===== src/uisc_pkg.sv =====
// Notes on behaviour
// RL1: receiver status error raises level one, code 000110
// RL2: nine-bit mode masks errors with modem enable
// RL3: rx data available above trigger level
// RL4: fifo timeout after four characters, code 001100
// RL5: tx empty below trigger, cleared by read
// RL6: trigger zero waits for line idle
// RL7: modem change flag raises level four
// RL8: enhanced flow-stop or special character, level five
// RL9: cts or rts rising raises level six
// RL10: sleep only when every condition holds
// RL11: sleep bit reads back actual sleep state
// RL12: sleep exits when any condition fails
// RL13: dtr and rts pins are inverted bits
// RL14: user outputs, bit three gates interrupt
// RL15: loopback idles outputs and internally loops
// RL16: loopback modem changes come from control bits
// RL17: bit five is xon-any or auto flow
// RL18: bit six selects infrared, enhanced only
// RL19: bit seven prescaler select, enhanced writes only
// RL20: delta bits latch changes, ri only when it goes inactive, cleared on read
// RL21: status high nibble is inverted modem inputs
// RL22: divisor is low plus 256 times high
// RL23: six priority levels, highest reported only
// RL24: bit zero set means nothing pending
// RL25: modem inputs synchronised before edge detection
package uisc_pkg;
   // register word offsets on the avalon bus
   localparam logic [3:0] ADDR_IRQ_ENABLE = 4'h0;
   localparam logic [3:0] ADDR_IRQ_STATUS = 4'h1;
   localparam logic [3:0] ADDR_MODEM_CONTROL = 4'h2;
   localparam logic [3:0] ADDR_MODEM_STATUS = 4'h3;
   localparam logic [3:0] ADDR_DIVISOR_LOW = 4'h4;
   localparam logic [3:0] ADDR_DIVISOR_HIGH = 4'h5;
   localparam logic [3:0] ADDR_MODE_CTRL = 4'h6;
   localparam logic [3:0] ADDR_PRESCALER = 4'h7;
   localparam logic [3:0] ADDR_LINE_STATUS = 4'h8;
   // interrupt identification codes
   localparam logic [5:0] CODE_NONE = 6'h01;
   localparam logic [5:0] CODE_RX_STATUS = 6'h06;
   localparam logic [5:0] CODE_RX_DATA = 6'h04;
   localparam logic [5:0] CODE_TIMEOUT = 6'h0C;
   localparam logic [5:0] CODE_TX_EMPTY = 6'h02;
   localparam logic [5:0] CODE_MODEM = 6'h00;
   localparam logic [5:0] CODE_SPECIAL = 6'h10;
   localparam logic [5:0] CODE_HANDSHAKE = 6'h20;
   // reset values
   localparam logic [7:0] PRESCALER_RESET = 8'h20;
   localparam logic [7:0] DIVISOR_LOW_RESET = 8'h01;
   localparam logic [7:0] DIVISOR_HIGH_RESET = 8'h00;
   // irq_enable bit positions
   localparam int IE_RX_DATA = 0;
   localparam int IE_TX_EMPTY = 1;
   localparam int IE_RX_STATUS = 2;
   localparam int IE_MODEM = 3;
   localparam int IE_SLEEP = 4;
   localparam int IE_SPECIAL = 5;
   localparam int IE_RTS = 6;
   localparam int IE_CTS = 7;
   // modem_control bit positions
   localparam int MC_DTR = 0;
   localparam int MC_RTS = 1;
   localparam int MC_USER_OUT_ONE_N = 2;
   localparam int MC_USER_OUT_TWO_N = 3;
   localparam int MC_LOOP = 4;
   localparam int MC_XANY = 5;
   localparam int MC_INFRARED = 6;
   localparam int MC_PRESCALE = 7;
   // mode control bits (enhanced, nine-bit, fifo, nine-bit addr enable, fine trigger)
   localparam int MD_ENHANCED = 0;
   localparam int MD_NINE_BIT = 1;
   localparam int MD_FIFO = 2;
   localparam int MD_ADDR_IE = 3;
   localparam int MD_FINE_TRIG = 4;
   // timeout length in character periods
   localparam int TIMEOUT_CHARS = 4;
   // receiver samples per bit
   localparam int SAMPLES_PER_BIT = 16;
   // time-out counter width, holds 640 times the largest divisor
   localparam int TO_CNT_W = 26;

   // events coming from the receiver and transmitter datapaths
   typedef struct packed {
      logic overrun;      // line status overrun
      logic parity;       // parity or ninth bit
      logic framing;      // framing error
      logic brk;          // break
      logic rx_level_hi;  // fifo above trigger
      logic rx_has_data;  // holding register not empty
      logic rx_idle;      // receiver idle
      logic rx_read;      // holding register read pulse
      logic rx_write;     // new item written pulse
      logic tx_level_lo;  // tx fifo below trigger
      logic tx_fifo_empty;
      logic tx_shift_empty;
      logic tx_ttl_zero;  // tx trigger level set to zero
      logic flow_stop;    // valid flow-stop char with in-band on
      logic stop_two;     // second stop char match with detect on
      logic nine_special; // nine-bit special char match
   } uisc_events_type;

   // modem control outputs toward the pins
   typedef struct packed {
      logic dtr_n;
      logic rts_n;
      logic user_out_one_n;
      logic user_out_two_n;
      logic serial_out;
   } uisc_modem_pins_type;

   // highest-priority pending code, returns none when idle
   function automatic logic [5:0] prio_code(input logic [6:0] p);
      if (p[0]) return CODE_RX_STATUS;
      else if (p[1]) return CODE_RX_DATA;
      else if (p[2]) return CODE_TIMEOUT;
      else if (p[3]) return CODE_TX_EMPTY;
      else if (p[4]) return CODE_MODEM;
      else if (p[5]) return CODE_SPECIAL;
      else if (p[6]) return CODE_HANDSHAKE;
      else return CODE_NONE;
   endfunction
endpackage


===== src/uisc_sync.sv =====
`timescale 1ns/1ps
// two-stage synchroniser for a bus of levels
module uisc_sync #(
   parameter int WIDTH = 4
) (
   input wire logic ref_clk_i,
   input wire logic srst_i,
   input wire logic [WIDTH-1:0] async_i,
   output logic [WIDTH-1:0] sync_o
);
   logic [WIDTH-1:0] stage_one; // read only by the second stage
   logic [WIDTH-1:0] next_stage_one;
   logic [WIDTH-1:0] next_sync;

   // next values; reset value is all-high, idle for active-low pins
   always_comb begin
      next_stage_one = srst_i ? '1 : async_i;
      next_sync = srst_i ? '1 : stage_one;
   end

   always_ff @(posedge ref_clk_i) begin
      stage_one <= next_stage_one;
      sync_o <= next_sync;
   end
endmodule // uisc_sync


===== src/uisc_timeout.sv =====
`timescale 1ns/1ps
// receive time-out counter, four character periods of silence
module uisc_timeout
   import uisc_pkg::*;
#(
   parameter int CNT_W = 26
) (
   input wire logic ref_clk_i,
   input wire logic srst_i,
   input wire logic enable_i,       // fifo mode and data held
   input wire logic restart_i,      // read or new write pulse
   input wire logic [CNT_W-1:0] limit_i, // cycles for four characters
   output logic expired_o
);
   logic [CNT_W-1:0] count;
   logic [CNT_W-1:0] next_count;
   logic next_expired;

   // count idle cycles; any read or write restarts the window
   always_comb begin
      next_count = count;
      next_expired = expired_o;
      if (srst_i || !enable_i || restart_i) begin
         next_count = '0;
         next_expired = 1'b0; // RL4
      end else if (count >= limit_i) begin
         next_expired = 1'b1; // RL4
      end else begin
         next_count = count + CNT_W'(1);
      end
   end

   always_ff @(posedge ref_clk_i) begin
      count <= next_count;
      expired_o <= next_expired;
   end
endmodule // uisc_timeout


===== src/uisc_ctrl.sv =====
// Our own choices: the Avalon-MM register port and the register addresses.
`timescale 1ns/1ps
module uisc_ctrl
   import uisc_pkg::*;
#(
   parameter int BITS_PER_CHAR = 10  // start, data and stop bits
) (
   input wire logic ref_clk_i,
   input wire logic srst_i,
   // avalon-mm slave
   input wire logic [3:0] avs_address_i,
   input wire logic avs_read_i,
   input wire logic avs_write_i,
   input wire logic [31:0] avs_writedata_i,
   output logic [31:0] avs_readdata_o,
   output logic avs_waitrequest_o,
   // datapath events
   input wire uisc_pkg::uisc_events_type events_i,
   input wire logic tx_serial_i,     // transmitter output bit
   input wire logic serial_in_i,
   input wire logic cts_n_i,
   input wire logic dsr_n_i,
   input wire logic ri_n_i,
   input wire logic dcd_n_i,
   input wire logic int_sel_n_i,     // interrupt mode select pin
   output uisc_pkg::uisc_modem_pins_type pins_o,
   output logic rx_serial_o,         // receiver input after loopback mux
   output logic irq_o,               // channel interrupt level
   output logic irq_oe_o,            // interrupt output enable
   output logic clk_gate_o,          // high while channel clock runs
   output logic [15:0] divisor_o,
   output logic [7:0] prescaler_o,
   output logic prescale_sel_o,
   output logic infrared_o,
   output logic auto_flow_o,         // cts/rts auto flow, non-enhanced
   output logic xon_any_o
);
   import uisc_pkg::*;

   ////////////////////////////////////////////////////////////////////
   // register state
   logic [7:0] irq_enable;
   logic [7:0] modem_control;
   logic [7:0] mode_ctrl;
   logic [7:0] divisor_low;
   logic [7:0] divisor_high;
   logic [7:0] prescaler_setting;
   logic [3:0] delta;           // modem change flags
   logic [3:0] line_err;        // overrun, parity, framing, break
   logic tx_flag;               // level three latched
   logic special_flag;          // level five latched
   logic hs_flag;               // level six latched
   logic asleep;
   logic [5:0] irq_code;
   logic [3:0] modem_prev;      // previous effective modem lines
   logic rts_prev;
   logic tx_set_prev;           // transmit set condition last cycle
   logic [7:0] next_irq_enable, next_modem_control, next_mode_ctrl;
   logic [7:0] next_divisor_low, next_divisor_high, next_prescaler;
   logic [3:0] next_delta, next_line_err, next_modem_prev;
   logic next_tx_flag, next_special_flag, next_hs_flag, next_asleep;
   logic next_rts_prev, next_tx_set_prev;
   logic [5:0] next_irq_code;
   logic [31:0] next_readdata;
   logic next_waitrequest;
   uisc_modem_pins_type next_pins;
   logic next_rx_serial, next_irq, next_irq_oe;

   ////////////////////////////////////////////////////////////////////
   // modem input synchroniser, order cts dsr ri dcd
   logic [3:0] modem_sync;
   uisc_sync #(.WIDTH(4)) u_sync (
      .ref_clk_i(ref_clk_i),
      .srst_i(srst_i),
      .async_i({dcd_n_i, ri_n_i, dsr_n_i, cts_n_i}),
      .sync_o(modem_sync)
   ); // RL25

   // time-out: four characters of sixteen clocks per bit times divisor
   logic to_expired;
   logic [TO_CNT_W-1:0] to_limit;
   assign to_limit = TO_CNT_W'(TIMEOUT_CHARS * BITS_PER_CHAR * SAMPLES_PER_BIT)
      * TO_CNT_W'({divisor_high, divisor_low}); // RL4 RL22
   uisc_timeout #(.CNT_W(TO_CNT_W)) u_timeout (
      .ref_clk_i(ref_clk_i),
      .srst_i(srst_i),
      .enable_i(mode_ctrl[MD_FIFO] && events_i.rx_has_data),
      .restart_i(events_i.rx_read || events_i.rx_write),
      .limit_i(to_limit),
      .expired_o(to_expired)
   );

   ////////////////////////////////////////////////////////////////////
   // derived conditions
   logic enhanced, nine, loop;
   logic [3:0] lines;     // active-high modem lines, cts dsr ri dcd
   logic acc, rd_acc, wr_acc;
   logic [6:0] pending;
   logic sleep_req, sleep_ok;

   always_comb begin
      enhanced = mode_ctrl[MD_ENHANCED];
      nine = mode_ctrl[MD_NINE_BIT];
      loop = modem_control[MC_LOOP];
      // loopback feeds rts, dtr, user_out_one_n, user_out_two_n to cts, dsr, ri, dcd
      if (loop)
         lines = {modem_control[MC_USER_OUT_TWO_N], modem_control[MC_USER_OUT_ONE_N],
                  modem_control[MC_DTR], modem_control[MC_RTS]}; // RL15 RL16 RL21
      else
         lines = ~modem_sync; // RL21
      acc = (avs_read_i || avs_write_i) && avs_waitrequest_o;
      rd_acc = acc && avs_read_i;
      wr_acc = acc && avs_write_i;
      // pending sources, index is priority order
      if (nine)
         pending[0] = ((|{line_err[3:2], line_err[0]}) && irq_enable[IE_MODEM])
            || (line_err[1] && mode_ctrl[MD_ADDR_IE]); // RL2
      else
         pending[0] = (|line_err) && irq_enable[IE_RX_STATUS]; // RL1
      pending[1] = events_i.rx_level_hi && irq_enable[IE_RX_DATA]; // RL3
      pending[2] = to_expired && irq_enable[IE_RX_DATA]; // RL4
      pending[3] = tx_flag && irq_enable[IE_TX_EMPTY]; // RL5
      pending[4] = (|delta) && irq_enable[IE_MODEM]; // RL7
      pending[5] = enhanced && special_flag && irq_enable[IE_SPECIAL]; // RL8
      pending[6] = hs_flag && (!enhanced
         || irq_enable[IE_RTS] || irq_enable[IE_CTS]); // RL9
      sleep_req = enhanced ? irq_enable[IE_SLEEP] : irq_enable[IE_SPECIAL];
      sleep_ok = sleep_req && events_i.tx_fifo_empty && events_i.tx_shift_empty
         && serial_in_i && events_i.rx_idle && !events_i.rx_has_data && !loop
         && (delta == 4'h0) && (pending == 7'h00)
         && !modem_control[MC_INFRARED]; // RL10 RL12
   end

   ////////////////////////////////////////////////////////////////////
   // register writes, flag updates and read data
   always_comb begin
      logic [7:0] rd;
      logic tx_set;
      rd = 8'h00;
      tx_set = 1'b0;
      next_irq_enable = irq_enable;
      next_modem_control = modem_control;
      next_mode_ctrl = mode_ctrl;
      next_divisor_low = divisor_low;
      next_divisor_high = divisor_high;
      next_prescaler = prescaler_setting;
      next_delta = delta;
      next_line_err = line_err;
      next_tx_flag = tx_flag;
      next_special_flag = special_flag;
      next_hs_flag = hs_flag;
      next_modem_prev = lines;
      next_rts_prev = modem_control[MC_RTS];
      next_irq_code = prio_code(pending); // RL23 RL24
      next_asleep = sleep_ok; // RL10 RL12
      // clears first so that same-cycle sets win below
      if (rd_acc) begin
         case (avs_address_i)
            ADDR_IRQ_ENABLE: rd = {irq_enable[7:6],
               enhanced ? irq_enable[IE_SPECIAL] : asleep,
               enhanced ? asleep : irq_enable[IE_SLEEP],
               irq_enable[3:0]}; // RL11
            ADDR_IRQ_STATUS: begin
               rd = {2'b00, irq_code};
               if (irq_code == CODE_TX_EMPTY) next_tx_flag = 1'b0; // RL5
               if (irq_code == CODE_SPECIAL) next_special_flag = 1'b0; // RL8
               if (irq_code == CODE_HANDSHAKE) next_hs_flag = 1'b0; // RL9
            end
            ADDR_MODEM_CONTROL: rd = modem_control;
            ADDR_MODEM_STATUS: begin
               rd = {lines[3], lines[2], lines[1], lines[0], delta}; // RL21
               next_delta = 4'h0; // RL20 RL7
            end
            ADDR_DIVISOR_LOW: rd = divisor_low;
            ADDR_DIVISOR_HIGH: rd = divisor_high;
            ADDR_MODE_CTRL: rd = mode_ctrl;
            ADDR_PRESCALER: rd = prescaler_setting;
            ADDR_LINE_STATUS: begin
               // summary bit: framing/break only in nine-bit mode
               rd = {nine ? (line_err[2] | line_err[3]) : (|line_err[3:1]),
                     events_i.tx_fifo_empty && events_i.tx_shift_empty,
                     events_i.tx_fifo_empty, line_err[3], line_err[2],
                     line_err[1], line_err[0], events_i.rx_has_data}; // RL2
               next_line_err = 4'h0; // RL1
            end
            default: rd = 8'h00;
         endcase
      end
      if (wr_acc) begin
         case (avs_address_i)
            ADDR_IRQ_ENABLE: next_irq_enable = avs_writedata_i[7:0];
            ADDR_MODEM_CONTROL: begin
               next_modem_control[4:0] = avs_writedata_i[4:0]; // RL13 RL14
               next_modem_control[MC_XANY] = avs_writedata_i[MC_XANY]; // RL17
               if (enhanced) begin
                  next_modem_control[MC_INFRARED] = avs_writedata_i[MC_INFRARED]; // RL18
                  next_modem_control[MC_PRESCALE] = avs_writedata_i[MC_PRESCALE]; // RL19
               end
            end
            ADDR_DIVISOR_LOW: next_divisor_low = avs_writedata_i[7:0]; // RL22
            ADDR_DIVISOR_HIGH: next_divisor_high = avs_writedata_i[7:0]; // RL22
            ADDR_MODE_CTRL: next_mode_ctrl = avs_writedata_i[7:0];
            ADDR_PRESCALER: next_prescaler = avs_writedata_i[7:0];
            default: next_line_err = next_line_err;
         endcase
      end
      // hardware sets, winning over any clear this cycle
      next_line_err = next_line_err | {events_i.brk, events_i.framing,
         events_i.parity, events_i.overrun}; // RL1
      // trigger zero waits for an idle line
      tx_set = events_i.tx_ttl_zero && mode_ctrl[MD_FINE_TRIG]
         ? (events_i.tx_fifo_empty && events_i.tx_shift_empty && tx_serial_i)
         : events_i.tx_level_lo; // RL6
      next_tx_set_prev = tx_set;
      // condition gone means writes refilled the fifo
      if (!tx_set) next_tx_flag = 1'b0; // RL5
      // set on the edge only, so a status read can clear it
      if (tx_set && !tx_set_prev) next_tx_flag = 1'b1; // RL5
      if (enhanced && (events_i.flow_stop || events_i.stop_two
          || events_i.nine_special))
         next_special_flag = 1'b1; // RL8
      // a pin rising low to high is its active-high bit falling
      if ((!lines[0] && modem_prev[0]) || (!modem_control[MC_RTS] && rts_prev))
         next_hs_flag = 1'b1; // RL9
      next_delta = next_delta | {lines[3] ^ modem_prev[3],
         modem_prev[2] & ~lines[2], lines[1] ^ modem_prev[1],
         lines[0] ^ modem_prev[0]}; // RL20
      next_readdata = {24'h000000, rd};
      next_waitrequest = !acc; // one-cycle answer, then release
      // pins: loopback idles everything high
      next_pins.dtr_n = loop | ~modem_control[MC_DTR]; // RL13 RL15
      next_pins.rts_n = loop | ~modem_control[MC_RTS]; // RL13 RL15
      next_pins.user_out_one_n = loop | modem_control[MC_USER_OUT_ONE_N]; // RL14 RL15
      next_pins.user_out_two_n = loop | modem_control[MC_USER_OUT_TWO_N]; // RL14 RL15
      next_pins.serial_out = loop | tx_serial_i; // RL15
      next_rx_serial = loop ? tx_serial_i : serial_in_i; // RL15
      next_irq = (pending != 7'h00);
      next_irq_oe = int_sel_n_i | modem_control[MC_USER_OUT_TWO_N]; // RL14
      if (srst_i) begin
         next_irq_enable = 8'h00;
         next_modem_control = 8'h00; // RL19
         next_mode_ctrl = 8'h00;
         next_divisor_low = DIVISOR_LOW_RESET; // RL22
         next_divisor_high = DIVISOR_HIGH_RESET;
         next_prescaler = PRESCALER_RESET; // RL19
         next_delta = 4'h0;
         next_line_err = 4'h0;
         next_tx_flag = 1'b0;
         next_special_flag = 1'b0;
         next_hs_flag = 1'b0;
         next_asleep = 1'b0;
         next_irq_code = CODE_NONE;
         next_modem_prev = 4'h0;
         next_rts_prev = 1'b0;
         next_tx_set_prev = 1'b0;
         next_readdata = 32'h00000000;
         next_waitrequest = 1'b1;
         next_pins = '1;
         next_rx_serial = 1'b1;
         next_irq = 1'b0;
         next_irq_oe = 1'b0;
      end
   end

   // register everything; asleep holds all state, only gating changes
   always_ff @(posedge ref_clk_i) begin
      irq_enable <= next_irq_enable;
      modem_control <= next_modem_control;
      mode_ctrl <= next_mode_ctrl;
      divisor_low <= next_divisor_low;
      divisor_high <= next_divisor_high;
      prescaler_setting <= next_prescaler;
      delta <= next_delta;
      line_err <= next_line_err;
      tx_flag <= next_tx_flag;
      special_flag <= next_special_flag;
      hs_flag <= next_hs_flag;
      asleep <= next_asleep; // RL11
      irq_code <= next_irq_code;
      modem_prev <= next_modem_prev;
      rts_prev <= next_rts_prev;
      tx_set_prev <= next_tx_set_prev;
      avs_readdata_o <= next_readdata;
      avs_waitrequest_o <= next_waitrequest;
      pins_o <= next_pins;
      rx_serial_o <= next_rx_serial;
      irq_o <= next_irq;
      irq_oe_o <= next_irq_oe;
      clk_gate_o <= !next_asleep; // RL10
      divisor_o <= {next_divisor_high, next_divisor_low}; // RL22
      prescaler_o <= next_prescaler;
      prescale_sel_o <= next_modem_control[MC_PRESCALE]; // RL19
      infrared_o <= next_modem_control[MC_INFRARED] && next_mode_ctrl[MD_ENHANCED]; // RL18
      auto_flow_o <= next_modem_control[MC_XANY] && !next_mode_ctrl[MD_ENHANCED]; // RL17
      xon_any_o <= next_modem_control[MC_XANY] && next_mode_ctrl[MD_ENHANCED]; // RL17
   end
endmodule // uisc_ctrl


===== config.mk =====
export PLATFORM = sky130hd
export DESIGN_NAME = uisc_ctrl
export DESIGN_NICKNAME = d
export VERILOG_FILES = /design/src/uisc_pkg.sv /design/src/uisc_sync.sv /design/src/uisc_timeout.sv /design/src/uisc_ctrl.sv
export SDC_FILE = /design/constraint.sdc
export NUM_CORES = 1
export LEC_CHECK = 0
export ABC_AREA = 0
export BUFFER_PORTS_ARGS = -buffer_cell sky130_fd_sc_hd__buf_2
export CAP_MARGIN = 10
export CELL_PAD_IN_SITES_DETAIL_PLACEMENT = 1
export CELL_PAD_IN_SITES_GLOBAL_PLACEMENT = 2
export CORE_AREA = 2 2 134 168
export DETAILED_ROUTE_END_ITERATION = 12
export DIE_AREA = 0 0 136 170
export HOLD_SLACK_MARGIN = 0.05
export PLACE_DENSITY_LB_ADDON = 0.12
export SLEW_MARGIN = 30
export SYNTH_ARGS = -nofsm -noshare
export SYNTH_HDL_FRONTEND = slang
export SYNTH_SLANG_ARGS = --single-unit

===== constraint.sdc =====
create_clock -name ref_clk_i -period 4.81 [get_ports ref_clk_i]
set_input_delay 0.481 -clock ref_clk_i [delete_from_list [all_inputs] [get_ports ref_clk_i]]
set_output_delay 0.481 -clock ref_clk_i [all_outputs]
set_load 0.1 [all_outputs]

### Yosys cells after proc, flatten, opt, wreduce, memory -nomap -nowiden

Index checks and enable logic that the tools add are counted.

* add/sub/neg operators: 1
* $mul: 1
* $lt $le $gt $ge: 1
* equality and inequality tests: 14
* mux-type cells: 47
* bitwise operators: 18
* reductions and logical operators: 79

Operator list (count)
* 8-bit 2-to-1 mux: 9
* 8-bit one-hot mux with 9 select lines: 1
* 1-bit logical AND: 33
* 4-bit 2-to-1 mux: 8
* 26-bit by 1-bit adder with 26-bit output (second input constant): 1
* 26-bit greater-or-equal comparator: 1
* 1-bit 2-to-1 mux: 24
* 3-bit by 16-bit multiplier with 19-bit output (first input constant): 1
* 4-bit by 3-bit == test with 1-bit output (second input constant): 4
* 2-bit nonzero test: 6
* 1-bit zero test: 11
* 1-bit logical OR: 10
* 3-bit AND reduction: 3
* 3-bit OR reduction: 3
* 4-bit by 2-bit == test with 1-bit output (second input constant): 2
* 4-bit zero test: 2
* 4-bit bitwise OR: 2
* 2-bit AND reduction: 4
* 4-bit OR reduction: 2
* 7-bit zero test: 1
* 1-bit bitwise OR: 7
* 7-bit nonzero test: 1
* 7-bit OR reduction: 1
* 6-bit by 2-bit == test with 1-bit output (second input constant): 1
* 16 further kinds: 23

* bits in registers: 169
* input bits: 63
* output and inout bits: 70
* logic and storage cells: 203

### Longest topological paths before layout

Gate-level depths: netlist (run 1).

* depth after elaboration: 12
* mapped depth: 18
* gate-level depth less buffers: 16

### Hierarchy

Synthesis (run 1) repeated with hierarchy kept, for this count alone.

* cell total of the unflattened synthesis: 842
* area, all modules: 7289.5 sq um

Modules (own cells, without submodules)
* uisc_ctrl: times used 1, cells each 562, area each 5007.3 sq um, sequential area each 1861.8 sq um
* uisc_timeout: times used 1, cells each 264, area each 2072.0 sq um, sequential area each 540.5 sq um
* uisc_sync: times used 1, cells each 16, area each 210.2 sq um, sequential area each 160.2 sq um

### Worst setup path before layout (run 1)

No wires, ideal clock.

* path type: register -> register
* start point: reg divisor_low[3]
* end point: reg u_timeout.count[10]
* library setup time: 115 ps
* data arrival time: 4654 ps
* data required time: 4695 ps
* path slack: 42 ps
* stages on the path, launching flop included: 18
* buffers on the path: 1
* clock period less this slack: 4768 ps
* path through: dfxtp_1 -> ha_1 -> ha_1 -> fa_1 -> a211oi_1 -> o21a_1 -> or3_1 -> nand2b_1 -> a31oi_1 -> xor2_1 -> ha_1 -> nand4_1 -> nor4_1 -> o21a_1 -> nand3b_1 -> buf_1 -> nor4_1 -> o21a_1

* word-level cells in the longest chain between the ends: 2

RTL lines
* from (decl): line uisc_ctrl.sv:45 `logic [7:0] divisor_low;`
* from (signal assigned): line uisc_ctrl.sv:270 `divisor_low <= next_divisor_low;`
* 3-bit by 16-bit multiplier with 19-bit output: line uisc_ctrl.sv:83 `* TO_CNT_W'({divisor_high, divisor_low});`
* 26-bit greater-or-equal comparator: line uisc_timeout.sv:26 `end else if (count >= limit_i) begin`
* to (signal assigned): line uisc_timeout.sv:34 `count <= next_count;`
* to (decl): line uisc_timeout.sv:15 `logic [CNT_W-1:0] count;`

No other way between the ends.
A chain may end at the register's enable or synchronous reset.

### Worst setup path after layout (run 1)

* start point: reg divisor_low[2]
* end point: reg u_timeout.count[3]

Same word-level chain as after synthesis.

==> results of run 1 <==
layout by cell type, fill, tap and decap left out, types with 7 or more instances in the layout:
| cell | netlist | final |
|---|---|---|
| mux2i_1 | 76 | 76 |
| nand2_1 | 59 | 59 |
| inv_1 | 15 | 15 |
| clkbuf_16 | 0 | 17 |
| nand3_1 | 20 | 20 |
| buf_2 | 1 | 84 |
| nand4_1 | 17 | 17 |
| o21a_1 | 8 | 8 |
| dfxtp_1 | 128 | 128 |
| or4_1 | 11 | 11 |
| conb_1 | 1 | 24 |
| ha_1 | 50 | 50 |
| o211ai_1 | 7 | 7 |
| xor2_1 | 8 | 8 |
| or3_1 | 15 | 15 |
| nand2b_1 | 18 | 18 |
| nor3_1 | 21 | 21 |
| nor4_1 | 9 | 8 |
| a21oi_1 | 51 | 51 |
| nor2_1 | 91 | 91 |
| o21ai_0 | 33 | 33 |
| or2_2 | 11 | 11 |
| buf_4 | 24 | 12 |
metrics by stage:
stage               instance area (µm²)  instances  hold WS (ns)  power, mW
finish                             8270       1173         0.234       2.69
global route                       8270       1173         0.222       2.79
CTS                                8260       1173         0.220       2.72
detailed placement                 7640       1141         0.396       1.39
global placement                   7640       1141         0.394       1.39
floorplan                          7070        823         0.370       1.33
power by group:
part	internal, mW	switching, mW	total (mW)	leakage (nW)
clock network	0.708	0.611	1.32	0.299
registers	1.08	0.0156	1.09	1.04
logic	0.0553	0.220	0.275	2.06
how the worst max path moves through the flow:
stage | start | to | slack (ns) | depth (start not counted)
2_1_floorplan | divisor_low[3] | u_timeout.count[10] | 0.04 | 17
3_3_place_gp | divisor_low[2] | u_timeout.count[14] | 0.42 | 15
3_5_place_dp | divisor_low[2] | u_timeout.count[3] | 0.32 | 15
4_1_cts | divisor_low[2] | u_timeout.count[3] | 0.27 | 15
5_1_grt | divisor_low[2] | u_timeout.count[3] | 0.01 | 15
6_report | divisor_low[2] | u_timeout.count[3] | 0.33 | 15
routing by layer:
layer | vias up | routed length (µm)
met1 | 3019 | 9240
met4 | 0 | 882
met5 | - | 0
li1 | 2999 | -
met2 | 122 | 12400
met3 | 45 | 865
worst register-to-register path, stage by stage, from the launching register on:
cell,delay (ns)
dfxtp_1,0.43
ha_1,0.31
ha_1,0.34
a211oi_1,0.24
o21bai_1,0.17
o21ai_0,0.29
o21ai_0,0.13
a21oi_1,0.19
xor2_1,0.20
ha_1,0.28
a21oi_1,0.15
o21ai_0,0.20
a2111o_1,0.43
o211a_4,0.29
or4_1,0.57
a21oi_1,0.19
registers in the layout (all words and copies together), names as in the netlist, 4 cells and up:
signal,cells
mode_ctrl,8
irq_enable,8
u_timeout.count,26
modem_prev,4
divisor_high,8
irq_code,6
prescaler_setting,8
modem_control,8
line_err,4
divisor_low,7
pins_o,5
u_sync.sync_o,4
u_sync.stage_one,4
delta,4
avs_readdata_o,8
logic make-up (layout without fill, tap and decap cells):
family                   after synthesis  in the layout  share of synthesized area (%)
multiplexers                          81             81                           12.0
AND/OR/NAND/NOR                      304            304                           21.8
flip-flops                           128            128                           36.7
adder cells (fa/ha/maj)               51             51                           9.24
buffers and inverters                 73            144                           5.34
XOR/XNOR                              14             14                           1.75
other                                  1             24                         0.0537
AO/OA/AOI/OAI                        148            148                           13.2
cell type report:
cell class	instances	area, µm²
Fill cell	2588	13200
Clock inverter	15	189
Inverter	15	56.3
Sequential cell	128	2560
Timing Repair Buffer	97	531
Tap cell	279	349
Clock buffer	17	425
Multi-Input combinational cell	622	4160
repair_timing:
| item | 4_1_cts | 5_1_grt |
|---|---|---|
| hold endpoints to repair | 0 | 0 |
| resized for setup | 0 | 1 |
| endpoints found under the setup margin | 0 | 6 |
| buffers inserted | 0 | 0 |
==> insert_results.sql, run 1 <==
INSERT INTO impl_metrics (metric_group, metric, value, unit) VALUES
('sta', 'tns', '0', 'ns'),
('clocking', 'clock_sinks', '128', ''),
('synthesis', 'synth.yosys.seq_area_share', '36.7', '%'),
('power_and_ir_drop', 'p_leak', '3.39', 'nW'),
('global_routing', 'global_route_wire_length_before_repair', '36.4', 'mm'),
('worst_setup_path', 'r2r.worst_path.cells', '15', ''),
('synthesis', 'ys_seq_elements', '128', ''),
('worst_setup_path', 'critical_path.max_fanout', '41', ''),
('sta', 'post-route-period-util', '93.2', '%'),
('die', 'dieWidth', '136', 'µm'),
('final_layout', 'post-route-util', '38.5', '%'),
('global_routing', 'gr-max-usage-layer', 'met2', ''),
('die', 'core_region_area', '21500', 'µm²'),
('global_routing', 'grt_overflow_total', '0', ''),
('synthesis', 'edff_count_synth', '0', ''),
('clocking', 'clockRootBuffer', 'clkbuf_16', ''),
('sta', 'grt_setup_unrepaired', 'false', ''),
('routing', 'num_vias', '6185', ''),
('worst_setup_path', 'reg2reg_from', 'divisor_low[2]', ''),
('global_routing', 'grt_antenna_before_repair', '0', ''),
('sta', 'fmax', '223', 'MHz'),
('synthesis', 'post-synth-top-area-fraction', '36.7', '%'),
('hold_path', 'hp-class', 'input port to flip-flop', ''),
('power_and_ir_drop', 'power_density', '325', 'nW/µm²'),
('hold_path', 'holdPathStages', '2', ''),
('worst_setup_path', 'worstPathArrival', '4.82', 'ns'),
('run_status', 'run_status', 'complete, no violations', ''),
('global_routing', 'met3_usage', '3.99', '%'),
('power_and_ir_drop', 'ir_drop_worst_case_vdd', '0.224', 'mV'),
('sta', 'setup_viol', '0', ''),
('synthesis', 'synth_cell_type_count', '61', ''),
('synthesis', 'asyncSetResetFlopFracSynth', '0', '%'),
('clocking', 'htreeDepth', '4', ''),
('global_routing', 'grt_pass1_vias', '6487', ''),
('routing', 'routed_wire_length_per_instance', '20.0', 'µm'),
('clocking', 'clkLatencyLatePin', '0.42', 'ns'),
('clocking', 'cts_hold_buf', '0', ''),
('sta', 'layout_setup_ws', '0.329', 'ns'),
('placement', 'routabilityCongestion', '0.857', ''),
('hold_path', 'timing.hold.worst_endpoint', 'u_sync.stage_one[2]', ''),
('synthesis', 'netlist.top_cell.by_area', 'dfxtp_1', ''),
('clocking', 'max-clock-path-buffers', '2', ''),
('worst_setup_path', 'worstPathBufferInverterCount', '0', ''),
('global_routing', 'use_met1', '22.4', '%'),
('hold_path', 'min-delay-start', 'ri_n_i', ''),
('die', 'num_rows', '60', ''),
('worst_setup_path', 'worst_path_dominant_cell_family', 'compound AO/OA/AOI/OAI gates', ''),
('global_routing', 'grt_max_degree', '85', ''),
('worst_setup_path', 'critPathMaxStageDelay', '0.55', 'ns'),
('worst_setup_path', 'timing.critical_path.required', '5.15', 'ns'),
('clocking', 'tritoncts_clock_tree', 'done', ''),
('final_layout', 'final_antenna_diode_count', '0', ''),
('sta', 'hold_violations', '0', ''),
('routing', 'drt_first_pass_iters', '4', ''),
('placement', 'dp.final_hpwl', '17.8', 'mm'),
('sta', 'slew_headroom', '33.3', '%'),
('final_layout', 'layout-drive-gt1-share', '17.3', '%'),
('routing', 'detail_route.drc_violations', '0', ''),
('synthesis', 'synth_area_leaders', 'dfxtp_1 37%, mux2i_1 11%, ha_1 9.0%', ''),
('final_layout', 'finish.net_count', '995', ''),
('die', 'floorplan.io_pins', '133', ''),
('routing', 'wl', '23.4', 'mm'),
('sta', 'timing.final.max_slew_violations', '0', ''),
('routing', 'drtIter0Drc', '352', ''),
('synthesis', 'yosys_warnings', '0', ''),
('worst_setup_path', 'rrSetupSlack', '0.33', 'ns'),
('routing', 'drt.antenna.violating_nets', '0', ''),
('global_routing', 'grt_use_total', '20.7', '%'),
('worst_setup_path', 'critical_path.cell_chain', 'ha_1 > ha_1 > a211oi_1 > o21bai_1 > o21ai_0 > o21ai_0 > a21oi_1 > xor2_1 > ha_1 > a21oi_1 > o21ai_0 > a2111o_1 > o211a_4 > or4_1 > a21oi_1', ''),
('global_routing', 'grt.met2_usage', '38.5', '%'),
('die', 'die_h', '170', 'µm');
(Power assumes the default switching activity.)
==> run 2: changes to the inputs <==
Settings changed: CORE_AREA 2 2 134 168 to 2 2 106 211, DIE_AREA 0 0 136 170 to 0 0 108 213.
==> run 2 against run 1 <==
  * Clock power fell by 4%
  * Non-clock buffer count rose by 5
  * First-iteration DRC count fell by 16%
  * Worst hold slack got worse by 0.012 ns
  * Combinational power rose by 2%
  * Final cell count fell by 0.26%
  * Count of clock-buffer cells in the layout did not move
  * Power fell by 1.7%
  * Utilization rose by 0.11 points
  * Largest power group unchanged
  * Via count rose by 1.9%
  * Die area fell by 0.50%
==> insert_results.sql, run 2 (synthesis results as in run 1) <==
INSERT INTO impl_metrics (metric_group, metric, value, unit) VALUES
('worst_setup_path', 'r2r-end', 'u_timeout.count[12]', ''),
('global_routing', 'grt_overflow_total', '0', ''),
('sta', 'finClkSkew', '0.00989', 'ns'),
('routing', 'met2_length', '14.4', 'mm'),
('final_layout', 'layout-drive-gt1-share', '17.7', '%'),
('routing', 'drt_first_pass_iters', '4', ''),
('worst_setup_path', 'rrSetupSlack', '0.29', 'ns'),
('final_layout', 'finish.net_count', '1000', ''),
('final_layout', 'synthToLayoutAreaGrowth', '18.3', '%'),
('worst_setup_path', 'crit_type', 'flip-flop to flip-flop', ''),
('sta', 'timing.final.max_slew_violations', '0', ''),
('final_layout', 'most_frequent_cells_in_the_layout', '128 x dfxtp_1, 91 x nor2_1, 84 x buf_2', ''),
('power_and_ir_drop', 'finalPower', '2.64', 'mW'),
('final_layout', 'largest_register_ffs', '26', ''),
('sta', 'post-route-period-util', '94.0', '%'),
('routing', 'drtIter0Drc', '295', ''),
('placement', 'dp.final_hpwl', '19.8', 'mm'),
('clocking', 'tritoncts_clock_tree', 'done', ''),
('sta', 'setup_viol', '0', ''),
('placement', 'routabilityCongestion', '0.888', ''),
('die', 'die_area', '23000', 'µm²'),
('final_layout', 'post-route-cell-area', '8270', 'µm²'),
('global_routing', 'global_route_wire_length_before_repair', '38.3', 'mm'),
('global_routing', 'grt_use_total', '22.8', '%'),
('worst_setup_path', 'timing.critical_path.mode_cell', 'ha_1', ''),
('final_layout', 'most_common_library_cell_in_the_layout_ignoring_fill_and_taps', 'dfxtp_1', ''),
('sta', 'hold_violations', '0', ''),
('final_layout', 'regMostFlops', 'u_timeout.count', ''),
('die', 'num_rows', '76', ''),
('worst_setup_path', 'critPathMaxStageDelay', '0.47', 'ns'),
('worst_setup_path', 'r2r.worst_path.cells', '17', ''),
('global_routing', 'grt_antenna_before_repair', '0', ''),
('clocking', 'cts-resized-gates', '0', ''),
('worst_setup_path', 'critical_path.cell_chain', 'ha_1 > ha_1 > a211oi_1 > o21bai_1 > o211ai_1 > o2111ai_1 > a21oi_1 > xor2_1 > ha_1 > nand4_1 > nor4_1 > buf_4 > o21a_1 > nand3b_1 > buf_12 > nor4_1 > o21a_1', ''),
('global_routing', 'grt_max_degree', '48', ''),
('global_routing', 'grt_pass1_vias', '6803', ''),
('sta', 'tns', '0', 'ns'),
('final_layout', 'final_antenna_diode_count', '0', ''),
('routing', 'detail_route.drc_violations', '0', ''),
('clocking', 'htreeDepth', '4', ''),
('clocking', 'clock_sinks', '128', ''),
('sta', 'layout_setup_ws', '0.288', 'ns'),
('power_and_ir_drop', 'power_density', '320', 'nW/µm²'),
('power_and_ir_drop', 'p_leak', '3.40', 'nW'),
('worst_setup_path', 'timing.critical_path.required', '5.14', 'ns'),
('sta', 'slew_headroom', '47.8', '%'),
('worst_setup_path', 'critical_path.max_fanout', '14', ''),
('clocking', 'clkLatencyLatePin', '0.44', 'ns'),
('sta', 'grt_setup_unrepaired', 'false', ''),
('power_and_ir_drop', 'ir_drop_worst_case_vdd', '0.264', 'mV'),
('routing', 'avgViaCountPerCell', '5.39', ''),
('clocking', 'numCtsBuffers', '17', ''),
('clocking', 'cts_hold_buf', '0', ''),
('placement', 'port_buffers', '84', ''),
('sta', 'finalCriticalPeriod', '4.52', 'ns'),
('routing', 'route.layer.met1.wl', '8.44', 'mm'),
('die', 'die_h', '213', 'µm'),
('routing', 'routed_wire_length_per_instance', '21.5', 'µm'),
('run_status', 'run_status', 'complete, no violations', ''),
('hold_path', 'hp-class', 'input port to flip-flop', ''),
('placement', 'detailedPlace.worstSlack', '0.154', 'ns'),
('worst_setup_path', 'worstSetupEndpoint', 'u_timeout.count[12]', ''),
('routing', 'drt.antenna.violating_nets', '0', ''),
('die', 'floorplan.io_pins', '133', ''),
('sta', 'max_slew.worst_pin.slew', '0.783', 'ns'),
('die', 'core_region_area', '21400', 'µm²'),
('worst_setup_path', 'reg2reg_from', 'divisor_low[4]', ''),
('sta', 'worst_hold_slack', '0.223', 'ns'),
('clocking', 'clockRootBuffer', 'clkbuf_16', ''),
('routing', 'wl', '25.1', 'mm'),
('clocking', 'max-clock-path-buffers', '2', ''),
('worst_setup_path', 'worstPathArrival', '4.85', 'ns'),
('die', 'initial_core_util', '32.7', '%'),
('die', 'dieWidth', '108', 'µm'),
('sta', 'fmax', '221', 'MHz'),
('clocking', 'cts.clk_slew.worst_paths', '0.06', 'ns'),
('routing', 'topRoutingLayerUsed', 'met4', ''),
('worst_setup_path', 'critical_path.slowest_cell', 'nor4_1', ''),
('routing', 'num_vias', '6301', ''),
('flow_run', 'max-cap-violations', '0', ''),
('worst_setup_path', 'critical_path.startpoint', 'divisor_low[4]', ''),
('worst_setup_path', 'setup.worst_path.end_class', 'flip-flop', ''),
('routing', 'met3WireLength', '677', 'µm'),
('worst_setup_path', 'worstSetupStartpointType', 'flip-flop', ''),
('clocking', 'post_cts_buffers', '0', ''),
('placement', 'postPlaceCellArea', '7680', 'µm²');
## run 2: changes by cell type in the layout (fill, tap and decap cells not counted), sizes merged
cell	change
inv	-7
buf	+5
bufinv	+2
clkinvlp	+2
clkinv	+1
## run 2: worst min path at each step
stage / start / endpoint / slack (ns) / depth (start not counted)
floorplan: modem_control[1] / pins_o[3] / 0.37 / 1
global placement: modem_control[1] / pins_o[3] / 0.39 / 1
detailed placement: modem_control[1] / pins_o[3] / 0.39 / 1
CTS: dsr_n_i / u_sync.stage_one[1] / 0.20 / 2
global route: cts_n_i / u_sync.stage_one[0] / 0.22 / 2
finish: dsr_n_i / u_sync.stage_one[1] / 0.22 / 2
## run 2: report_power, final
part           switching [mW]  internal (mW)
Sequential             0.0161           1.08
Clock                   0.509          0.756
Combinational           0.225         0.0560
Total                   0.751           1.89
## run 2: stage by stage
stage	std cells	util [%]
CTS	1170	38.5
global placement	1140	35.9
floorplan	823	-
global route	1170	38.6
finish	1170	38.6
detailed placement	1140	35.9
## run 2: metal layers
layer  up-vias  global-route usage, %
met5         -                      0
met3        67                   3.82
li1       3003                      -
met2       132                   44.3
met1      3099                   20.7
met4         0                   15.6
## run 2: cell type report
type	count	area (µm²)
Clock buffer	17	425
Clock inverter	13	143
Fill cell	2576	13100
Inverter	15	56.3
Multi-Input combinational cell	622	4170
Sequential cell	128	2560
Tap cell	273	342
Timing Repair Buffer	102	568
## run 2: critical path, delay by kind of cell (launching register included)
family          cells  cell delay, ns
compound gates      7            1.65
fa+ha+maj           3            0.94
simple gates        4            0.93
flops               1            0.43
buf+inv             2            0.35
xor+xnor            1            0.09
